$ cat src/verilog/irq_vec_pkg.sv
/*
  Constants for the two-level interrupt vectoring block: register map,
  field positions, reset values, vector addresses and latency counts.
  Assumes a 32-bit APB master on pclk and a core sequencer alongside.
*/
package irq_vec_pkg;
  localparam int          NSRC            = 8;
  localparam int          NEXT            = 4;   // Low sources are external
  localparam int          PC_W            = 21;
  localparam logic [20:0] VEC_HIGH        = 21'h000008;
  localparam logic [20:0] VEC_LOW         = 21'h000018;
  // APB byte addresses
  localparam logic [7:0]  ADDR_IRQ_CTRL   = 8'h00;
  localparam logic [7:0]  ADDR_RESET_CTRL = 8'h04;
  localparam logic [7:0]  ADDR_FLAGS      = 8'h08;
  localparam logic [7:0]  ADDR_ENABLES    = 8'h0C;
  localparam logic [7:0]  ADDR_PRIORITY   = 8'h10;
  localparam logic [7:0]  ADDR_STATUS     = 8'h14;
  // Field positions
  localparam int          BIT_GIE_HIGH    = 7;
  localparam int          BIT_GIE_LOW     = 6;
  localparam int          BIT_PRIO_EN     = 7;
  // Reset values
  localparam logic [7:0]  RST_ENABLES     = 8'h00;
  localparam logic [7:0]  RST_PRIORITY    = 8'hFF;
  // Sync latency stages on external event inputs (plus accept stage)
  localparam int          EXT_SYNC_STAGES = 2;
endpackage : irq_vec_pkg

$ cat src/verilog/irq_src_cell.sv
/*
  One interrupt source cell: sticky flag, individual enable, priority
  select and the resulting high/low request. Assumes the parent gives
  write strobes and decoded mode.
*/
`timescale 1ns/1ns
`default_nettype none
module irq_src_cell (
  input  wire logic pclk,
  input  wire logic presetn,
  input  wire logic ce,
  input  wire logic event_in,
  input  wire logic flag_clr,
  input  wire logic flag_set_sw,
  input  wire logic en_wr,
  input  wire logic en_val,
  input  wire logic prio_wr,
  input  wire logic prio_val,
  input  wire logic prio_mode,
  output var  logic flag_reg,
  output var  logic enable_reg,
  output var  logic prio_reg,
  output wire logic req_high,
  output wire logic req_low
);
  // Flag is sticky; a new event beats a clear in the same cycle
  always_ff @(posedge pclk or negedge presetn) begin
    if (!presetn) begin
      flag_reg <= 1'b0;
    end else if (ce) begin
      if (event_in || flag_set_sw) begin
        flag_reg <= 1'b1;
      end else if (flag_clr) begin
        flag_reg <= 1'b0;
      end
    end
  end

  // Individual enable and priority select
  always_ff @(posedge pclk or negedge presetn) begin
    if (!presetn) begin
      enable_reg <= 1'b0;
      prio_reg   <= 1'b1;
    end else if (ce) begin
      if (en_wr) begin
        enable_reg <= en_val;
      end
      if (prio_wr) begin
        prio_reg <= prio_val;
      end
    end
  end

  // Request stays asserted as long as the flag is set and enabled
  assign req_high = flag_reg && enable_reg && (prio_reg || !prio_mode);
  assign req_low  = flag_reg && enable_reg && !prio_reg && prio_mode;
endmodule : irq_src_cell
`default_nettype wire

$ cat src/verilog/irq_vectoring.sv
/*
  Two-level interrupt vectoring controller with APB register access.
  Sources 0..3 are external pins (synchronised), 4..7 are peripherals.
  The core sequencer takes vec_req with vec_addr/ret_push and answers
  vec_ack; it pulses handler_return on return from a handler.
*/
`timescale 1ns/1ns
`default_nettype none
module irq_vectoring
  import irq_vec_pkg::*;
#(
  parameter int N = NSRC
) (
  input  wire logic              pclk,
  input  wire logic              presetn,
  input  wire logic              clk_en,
  input  wire logic              psel,
  input  wire logic              penable,
  input  wire logic              pwrite,
  input  wire logic [7:0]        paddr,
  input  wire logic [31:0]       pwdata,
  output var  logic [31:0]       prdata,
  output var  logic              pready,
  output var  logic              pslverr,
  input  wire logic [N-1:0]      src_event,
  input  wire logic [PC_W-1:0]   core_pc,
  input  wire logic              vec_ack,
  input  wire logic              handler_return,
  output var  logic              vec_req,
  output var  logic [PC_W-1:0]   vec_addr,
  output var  logic [PC_W-1:0]   ret_push,
  output var  logic              in_high_handler,
  output var  logic              in_low_handler
);
  typedef enum logic [1:0] {ST_IDLE, ST_REQ} vec_state_t;

  logic             gie_high_reg;
  logic             gie_low_reg;
  logic             prio_en_reg;
  logic [N-1:0]     flags;
  logic [N-1:0]     enables;
  logic [N-1:0]     prios;
  logic [N-1:0]     req_h;
  logic [N-1:0]     req_l;
  logic [NEXT-1:0]  ext_s1_reg;
  logic [NEXT-1:0]  ext_s2_reg;
  logic [N-1:0]     ev_in;
  logic             wr_en;
  logic             rd_en;
  logic             take_high;
  logic             take_low;
  logic             sel_high_reg;
  logic             compat_high_reg;
  vec_state_t       state_reg;
  logic [31:0]      rdata_next;
  logic             addr_ok;

  // External pin events pass two flops; peripheral events are direct
  always_ff @(posedge pclk or negedge presetn) begin
    if (!presetn) begin
      ext_s1_reg <= '0;
      ext_s2_reg <= '0;
    end else if (clk_en) begin
      ext_s1_reg <= src_event[NEXT-1:0];
      ext_s2_reg <= ext_s1_reg;
    end
  end
  always_comb begin
    ev_in = src_event;
    ev_in[NEXT-1:0] = ext_s2_reg;
  end

  assign wr_en = psel && penable && pwrite && pready;
  assign rd_en = psel && !penable && !pwrite;

  // One cell per source
  genvar g;
  generate
    for (g = 0; g < N; g++) begin : g_src
      irq_src_cell u_cell (
        .pclk        (pclk),
        .presetn     (presetn),
        .ce          (clk_en),
        .event_in    (ev_in[g]),
        .flag_clr    (wr_en && paddr == ADDR_FLAGS && !pwdata[g]),
        .flag_set_sw (1'b0), // Writing a one leaves a flag alone
        .en_wr       (wr_en && paddr == ADDR_ENABLES),
        .en_val      (pwdata[g]),
        .prio_wr     (wr_en && paddr == ADDR_PRIORITY),
        .prio_val    (pwdata[g]),
        .prio_mode   (prio_en_reg),
        .flag_reg    (flags[g]),
        .enable_reg  (enables[g]),
        .prio_reg    (prios[g]),
        .req_high    (req_h[g]),
        .req_low     (req_l[g])
      );
    end
  endgenerate

  // Acceptance decision; in compatibility mode bit 6 gates peripherals
  always_comb begin
    if (prio_en_reg) begin
      take_high = gie_high_reg && |req_h;
      take_low  = gie_low_reg && |req_l && !in_high_handler && !take_high;
    end else begin
      take_high = gie_high_reg &&
                  (|req_h[NEXT-1:0] ||
                   (gie_low_reg && |req_h[N-1:NEXT]));
      take_low  = 1'b0;
    end
  end

  // Vector request handshake with the core sequencer
  always_ff @(posedge pclk or negedge presetn) begin
    if (!presetn) begin
      state_reg       <= ST_IDLE;
      vec_req         <= 1'b0;
      vec_addr        <= '0;
      ret_push        <= '0;
      sel_high_reg    <= 1'b0;
      compat_high_reg <= 1'b0;
    end else if (clk_en) begin
      unique case (state_reg)
        ST_IDLE: begin
          if (take_high || take_low) begin
            state_reg       <= ST_REQ;
            vec_req         <= 1'b1;
            vec_addr        <= take_high ? VEC_HIGH : VEC_LOW;
            ret_push        <= core_pc;
            sel_high_reg    <= take_high;
            compat_high_reg <= !prio_en_reg;
          end
        end
        ST_REQ: begin
          if (vec_ack) begin
            state_reg <= ST_IDLE;
            vec_req   <= 1'b0;
          end
        end
        default: state_reg <= ST_IDLE;
      endcase
    end
  end

  // Global enables: acceptance clears, return sets, software writes
  always_ff @(posedge pclk or negedge presetn) begin
    if (!presetn) begin
      gie_high_reg <= 1'b0;
      gie_low_reg  <= 1'b0;
      prio_en_reg  <= 1'b0;
    end else if (clk_en) begin
      if (wr_en && paddr == ADDR_IRQ_CTRL) begin
        gie_high_reg <= pwdata[BIT_GIE_HIGH];
        gie_low_reg  <= pwdata[BIT_GIE_LOW];
      end
      if (wr_en && paddr == ADDR_RESET_CTRL) begin
        prio_en_reg <= pwdata[BIT_PRIO_EN];
      end
      if (handler_return) begin
        if (in_high_handler || !prio_en_reg) begin
          gie_high_reg <= 1'b1;
        end else if (in_low_handler) begin
          gie_low_reg <= 1'b1;
        end
      end
      // Acceptance last: it wins over a return in the same cycle, so it must not be lost
      if (state_reg == ST_IDLE && take_high) begin
        gie_high_reg <= 1'b0;
      end else if (state_reg == ST_IDLE && take_low) begin
        gie_low_reg <= 1'b0;
      end
    end
  end

  // Handler nesting state: high may nest over low
  always_ff @(posedge pclk or negedge presetn) begin
    if (!presetn) begin
      in_high_handler <= 1'b0;
      in_low_handler  <= 1'b0;
    end else if (clk_en) begin
      if (handler_return) begin
        if (in_high_handler) begin
          in_high_handler <= 1'b0;
        end else begin
          in_low_handler <= 1'b0;
        end
      end
      // An ack beside a low return still opens the preempting handler
      if (state_reg == ST_REQ && vec_ack) begin
        if (sel_high_reg) begin
          in_high_handler <= 1'b1;
        end else begin
          in_low_handler <= 1'b1;
        end
      end
    end
  end

  // APB read mux; unmapped reads give zero with an error
  always_comb begin
    rdata_next = '0;
    addr_ok    = 1'b1;
    unique case (paddr)
      ADDR_IRQ_CTRL: begin
        rdata_next[BIT_GIE_HIGH] = gie_high_reg;
        rdata_next[BIT_GIE_LOW]  = gie_low_reg;
      end
      ADDR_RESET_CTRL: rdata_next[BIT_PRIO_EN] = prio_en_reg;
      ADDR_FLAGS:      rdata_next[N-1:0] = flags;
      ADDR_ENABLES:    rdata_next[N-1:0] = enables;
      ADDR_PRIORITY:   rdata_next[N-1:0] = prios;
      ADDR_STATUS:     rdata_next[1:0] = {in_high_handler, in_low_handler};
      default:         addr_ok = 1'b0;
    endcase
  end

  // Slave answers one cycle after setup: access phase has pready high
  always_ff @(posedge pclk or negedge presetn) begin
    if (!presetn) begin
      pready  <= 1'b0;
      pslverr <= 1'b0;
      prdata  <= '0;
    end else if (clk_en) begin
      pready  <= psel && !penable;
      pslverr <= psel && !penable && !addr_ok;
      if (rd_en) begin
        prdata <= rdata_next;
      end
    end
  end
endmodule : irq_vectoring
`default_nettype wire
$ cat config.mk
export PLATFORM = sky130hd
export DESIGN_NAME = irq_vectoring
export DESIGN_NICKNAME = d
export VERILOG_FILES = /design/src/verilog/irq_vec_pkg.sv /design/src/verilog/irq_src_cell.sv /design/src/verilog/irq_vectoring.sv
export SDC_FILE = /design/constraint.sdc
export NUM_CORES = 1
export LEC_CHECK = 0
export ABC_AREA = 1
export BUFFER_PORTS_ARGS = -buffer_cell sky130_fd_sc_hd__buf_2
export CAP_MARGIN = 30
export CORE_UTILIZATION = 49
export CTS_CLUSTER_DIAMETER = 120
export DETAILED_ROUTE_END_ITERATION = 8
export PLACE_DENSITY_LB_ADDON = 0.12
export SKIP_LAST_GASP = 1
export SLEW_MARGIN = 5
export SYNTH_ARGS = -nofsm -noshare
export SYNTH_HDL_FRONTEND = slang
export SYNTH_SLANG_ARGS = --single-unit
$ cat constraint.sdc
create_clock -name pclk -period 2 [get_ports pclk]
set_input_delay 0 -clock pclk [delete_from_list [all_inputs] [get_ports pclk]]
set_output_delay 0 -clock pclk [all_outputs]
set_load 0.02 [all_outputs]
Word-level counts from Yosys, hierarchy flattened
Index checks and enable logic that the tools add are counted.
{ "classes": {"div_mod_pow": 0, "mul": 0, "mux": 47, "n_lt_le_gt_ge": 0, "n_addsub": 0, "n_shift": 0, "bitwise_logic": 0, "reduce_logical": 124, "n_eq_ne": 8} }
{ "ops": {"columns": ["op", "count"], "rows": [
  ["$logic_and 1x1->1", 60],
  ["$mux 1", 38],
  ["$reduce_and 2->1", 12],
  ["$logic_not 1->1", 22],
  ["$reduce_bool 2->1", 9],
  ["$eq 8x4->1 const B", 2],
  ["$eq 8x5->1 const B", 2],
  ["$reduce_or 8->1", 2],
  ["$pmux 4 s3", 1],
  ["$logic_or 1x1->1", 11],
  ["$eq 8x3->1 const B", 1],
  ["$logic_not 8->1", 1],
  ["$pmux 2 s4", 1],
  ["$reduce_or 4->1", 2],
  ["$reduce_and 3->1", 2],
  ["$reduce_or 6->1", 1],
  ["$mux 5", 1],
  ["$pmux 1 s5", 1],
  ["$mux 2", 2],
  ["$ne 2x2->1 const B", 2],
  ["$pmux 1 s4", 1],
  ["$pmux 2 s2", 1],
  ["$reduce_and 4->1", 1],
  ["$eq 2x1->1 const B", 1],
  ["2 further kinds", 2]
]} }
{ "word_totals": {"rom_bits": 0, "out_inout_bits": 79, "latch_bits": 0, "mem_count": 0, "inputBits": 77, "wordCells": 218, "ramBits": 0, "ff_bits": 93} }

Longest topological paths before layout
{ "depth": {"ltp_word": 11, "depth_mapped": 13, "ltp_nobuf": 12} }

Cells and area by module
A second synthesis with hierarchy kept.
{ "unflattened": {"hier_cells": 530, "hier_area_um2": 3962.6} }
{ "by_module_without_submodules": {"columns": ["module", "area_each_um2", "seq_area_each_um2", "cells_per_inst", "instances"], "rows": [
  ["irq_vectoring", 2801.4, 1201.2, 370, 1],
  ["irq_src_cell", 145.1, 76.3, 20, 8]
]} }

Worst setup path before layout
OpenSTA, ideal clock, no wires.
{ "synth_path": {"kind": "register to register", "start": "reg g_src[0].u_cell.prio_reg", "end": "reg ret_push[10]", "stages_incl_launch_ff": 13, "arrival_ns": 1.411, "setup_time_ns": 0.117, "required_time_ns": 1.883, "period_less_slack_ns": 1.529, "slack_ns": 0.471, "path_buffers": 1, "path_cell_list": "dfstp_2 inv_1 nand2_1 nand2_1 nand2_1 nor2_2 nand2_1 nand3_1 nand2_4 nand3_4 buf_6 nand2_1 nand2_1"} }
{ "synth_via": {"elab_chain_cells": 10, "elab_cells_between_ends": 19, "cone_classes": "mux: 2; reduce/logical: 17"} }
{ "synth_rtl": {"columns": ["item", "line", "rtl"], "rows": [
  ["start, declared", "irq_src_cell.sv:22", "output var logic prio_reg,"],
  ["start signal, assigned", "irq_src_cell.sv:49", "prio_reg <= prio_val;"],
  ["$logic_not 1->1", "irq_src_cell.sv:56", "assign req_low = flag_reg && enable_reg && !prio_reg && prio_mode;"],
  ["$logic_and 1x1->1 (2 in a row)", "irq_src_cell.sv:56", null],
  ["$reduce_or 8->1", "irq_vectoring.sv:105", "take_low = gie_low_reg && |req_l && !in_high_handler && !take_high;"],
  ["$logic_and 1x1->1 (3 in a row)", "irq_vectoring.sv:105", null],
  ["$mux 1", "irq_vectoring.sv:103", "if (prio_en_reg) begin"],
  ["$logic_or 1x1->1 *", "irq_vectoring.sv:126", "if (take_high || take_low) begin"],
  ["$reduce_and 3->1 (no line) *", null, null],
  ["end signal, assigned", "irq_vectoring.sv:130", "ret_push <= core_pc;"],
  ["end, declared", "irq_vectoring.sv:31", "output var logic [PC_W-1:0] ret_push,"]
]} }
Mark *: on every way between the ends. The rest lies on a longest branch, timed or not.
A chain may end at the register's enable or synchronous reset.

Final worst setup path
{ "layout_path": {"start": "reg pready", "end": "reg g_src[7].u_cell.flag_reg"} }
{ "layout_via": {"elab_chain_cells": 5} }
{ "layout_rtl": {"columns": ["item", "line", "rtl"], "rows": [
  ["start, declared", "irq_vectoring.sv:23", "output var logic pready,"],
  ["start signal, assigned", "irq_vectoring.sv:225", "pready <= psel && !penable;"],
  ["$logic_and 1x1->1", "irq_vectoring.sv:73", "assign wr_en = psel && penable && pwrite && pready;"],
  ["$logic_and 1x1->1 (2 in a row)", "irq_vectoring.sv:85", ".flag_clr (wr_en && paddr == ADDR_FLAGS && !pwdata[g]),"],
  ["$reduce_bool 2->1 (no line)", null, null],
  ["$reduce_and 2->1 (no line)", null, null],
  ["end signal, assigned", "irq_src_cell.sv:29", "flag_reg <= 1'b0;"],
  ["end signal, assigned", "irq_src_cell.sv:32", "flag_reg <= 1'b1;"],
  ["end signal, assigned", "irq_src_cell.sv:34", "flag_reg <= 1'b0;"],
  ["end, declared", "irq_src_cell.sv:20", "output var logic flag_reg,"]
]} }
No other way between the ends.

==> results.md <==
* Result of the run: completed
* P_leak at 2.70 nW
* Overall Global Routing Usage at 0.242
* Slew @ Worst Pin at 0.579 ns
* Die height at 90.6 µm
* Count of routing violations after the opening detailed-route iteration at 180
* Number of synthesized register bits at 72
* Setup repair after global routing missed its margin: false
* Achievable frequency at 545 MHz
* Post-route core utilization at 0.667
* Type of origin of the critical path: register
* Number of buffers on the longest clock path at 2
* Synthesized area per cell at 7.88 µm²
* Hold Path Depth at 5
* Final Routed Wirelength at 9100 µm
* Ports placed on the boundary at 156
* Post-layout min period at 1.83 ns
* Number of CTS-inserted buffers at 9
* Power density over cell area at 710 mW/mm²
* Sink count of the clock tree at 72
* Min-Delay Path Class: in -> reg
* Critical path's top delay family: buffers and inverters
* Final nets at 699
* Final weighted congestion in routability-driven placement at 0.843
* Via count at 3,508
* Sequential share of the synthesized area at 0.471
* Most common library cell in the layout ignoring fill and taps: sky130_fd_sc_hd__nand2_1
* Die Width at 90.6 µm
* Average routed wire per standard cell at 12.5 µm
* Hold Startpoint: psel
* Arrival time at the worst endpoint at 2.07 ns
* Register name with the most flops: ret_push
* Most frequent cells in the layout: sky130_fd_sc_hd__nand2_1, sky130_fd_sc_hd__buf_2, sky130_fd_sc_hd__dfrtp_1
* Floorplan die area at 0.00821 mm²
* Maximum cell stage delay along the critical path at 0.56 ns
* Final setup skew at 0.00893 ns
* Root buffer cell: sky130_fd_sc_hd__clkbuf_8
* Crit-path max FO at 8
* Initial core utilization at 0.519
* Final antenna diode count at 0
* Peak supply drop at 0.435 mV
* Number of buffers and inverters on the critical path at 2
* Drt first pass iters at 4
* Hold Fails Final Rpt at 0
* Post-route DRC violation count at 0
* Vias/cell at 4.83
* Area growth from synthesis to layout at 28.4%
* Buffers inserted during post-CTS setup optimization at 0
* Reg-to-Reg End: g_src[7].u_cell.flag_reg
* Worst-case headroom to the max-slew limit at 0.611
* Core area at 0.00741 mm²
* Startpoint of the worst-slack reg-to-reg timing path: pready
* Max stage delay cell, worst path: sky130_fd_sc_hd__dlygate4sd3_1
* Number of global-route vias before repair at 3,347
* Maximum number of pins on one net before global-route repair at 51
* Clock-pin slew on the worst setup and hold paths at 0.07 ns
* Port bufs at 88
* Wire length of the first global-routing pass at 15,700 µm
* Count of synthesis-stage warnings from yosys at 0
* Insertion delay of the later-clocked pin in the worst-skew pair at 0.36 ns
* Setup Total Neg Slack at 0 ns
* Largest register FFs at 21
* Antenna-violating nets left at 0
* Slew Limit Fails at 0
* Number of instances in the synthesized netlist at 488
* Hold Worst Slack at 0.0140 ns
* Post-DP HPWL at 5990 µm
* Congestion Overflow GR at 0
* Count of unique library cells instantiated by Yosys at 30
* H-tree levels at 3
* Reg2Reg Setup Slack at 0.17 ns
* Ratio of final minimum period to clock period at 0.917
* Kind of critical path: reg -> reg
* CP cell instances: inv_1 > nor3_4 > nand2_2 > o21ai_0 > nand2_1 > dlygate4sd3_1
* Worst Hold End: pready
* Endpoint kind of the worst setup timing path: register
* WP data required at 2.24 ns
* CTS tree: yes
* Total of endpoints with negative setup slack in the final report at 0
* Initial antenna violation count at 0
* Share of layout cells above drive strength 1 at 0.217
* Cell Rows at 31
* Number of cells traversed by the worst register-to-register path at 6
* Syn Std Cell Area at 0.00385 mm²
* Number of maximum-capacitance constraint violations at 0
==> what timing repair did <==
item / in CTS / in global routing
hold buffers: 46 / 0
hold endpoints to repair: 75 / 0
setup endpoints to repair: 0 / 3
resized for setup: 0 / 3
==> metrics by stage <==
step                std cells  power (mW)  instance area (µm²)  setup slack [ns]
floorplan                 530        1.91                 4010             0.471
global placement          664        2.02                 4220             0.284
detailed placement        664        2.03                 4220             0.239
CTS                       726        3.53                 4930            0.0123
global route              726        3.66                 4940            0.0251
finish                    726        3.51                 4940             0.167
==> routing by layer <==
metal | vias up | wire [µm] | global-route usage
li1 | 1736 | - | -
met1 | 1628 | 4110 | 0.318
met2 | 132 | 4320 | 0.395
met3 | 12 | 530 | 0.0547
met4 | 0 | 144 | 0.0806
met5 | - | 0 | 0
==> cell type report <==
type,instances,area (µm²)
Sequential cell,72,1810
Fill cell,671,2470
Clock inverter,5,103
Tap cell,99,124
Multi-Input combinational cell,346,1580
Clock buffer,11,151
Inverter,52,195
Timing Repair Buffer,141,978
==> kinds of logic (layout without fill, tap and decap cells) <==
| logic type | Yosys count | count (layout) | share of synthesized area |
|---|---|---|---|
| flip-flops | 72 | 72 | 0.471 |
| AO/OA/AOI/OAI | 62 | 62 | 0.0846 |
| buffers and inverters | 112 | 209 | 0.162 |
| AND/OR/NAND/NOR | 241 | 241 | 0.281 |
| other | 1 | 43 | 0.000975 |
==> synthesized netlist by cell type (all sizes together) <==
cell type / instances / area share
o21ai: 50 / 0.065
a21boi: 1 / 0.0020
dfrtp: 64 / 0.42
nand3: 22 / 0.034
conb: 1 / 0.00097
o211ai: 3 / 0.0059
nor2: 16 / 0.021
buf: 51 / 0.10
nand2: 173 / 0.17
clkbuf: 9 / 0.0088
nor3: 6 / 0.015
a21oi: 5 / 0.0065
o31ai: 1 / 0.0020
nand4: 23 / 0.037
or2: 1 / 0.0016
inv: 52 / 0.051
o22ai: 2 / 0.0033
dfstp: 8 / 0.055
==> tightest hold or removal path: cells and delay by family <==
kind,cells,cell delay [ns]
simple gates,1,0.05
compound gates,1,0.07
buf+inv,3,0.21
==> report_power, final <==
group          internal, mW  switching, mW  leakage [nW]  total, mW
logic                 0.177          0.328          1.67      0.505
registers              1.52         0.0383         0.900       1.56
clock network         0.894          0.549         0.126       1.44
total                  2.59          0.915          2.70       3.51
==> how the worst max path moves through the flow <==
stage | end | cells past startpoint | startpoint
6_report | g_src[7].u_cell.flag_reg | 6 | pready
5_1_grt | g_src[5].u_cell.flag_reg | 6 | pready
4_1_cts | g_src[5].u_cell.flag_reg | 6 | pready
3_5_place_dp | ret_push[4] | 11 | g_src[5].u_cell.prio_reg
3_3_place_gp | vec_addr[4] | 11 | g_src[5].u_cell.prio_reg
2_1_floorplan | ret_push[10] | 12 | g_src[0].u_cell.prio_reg
Note: power is estimated with default switching activity, not from simulation.
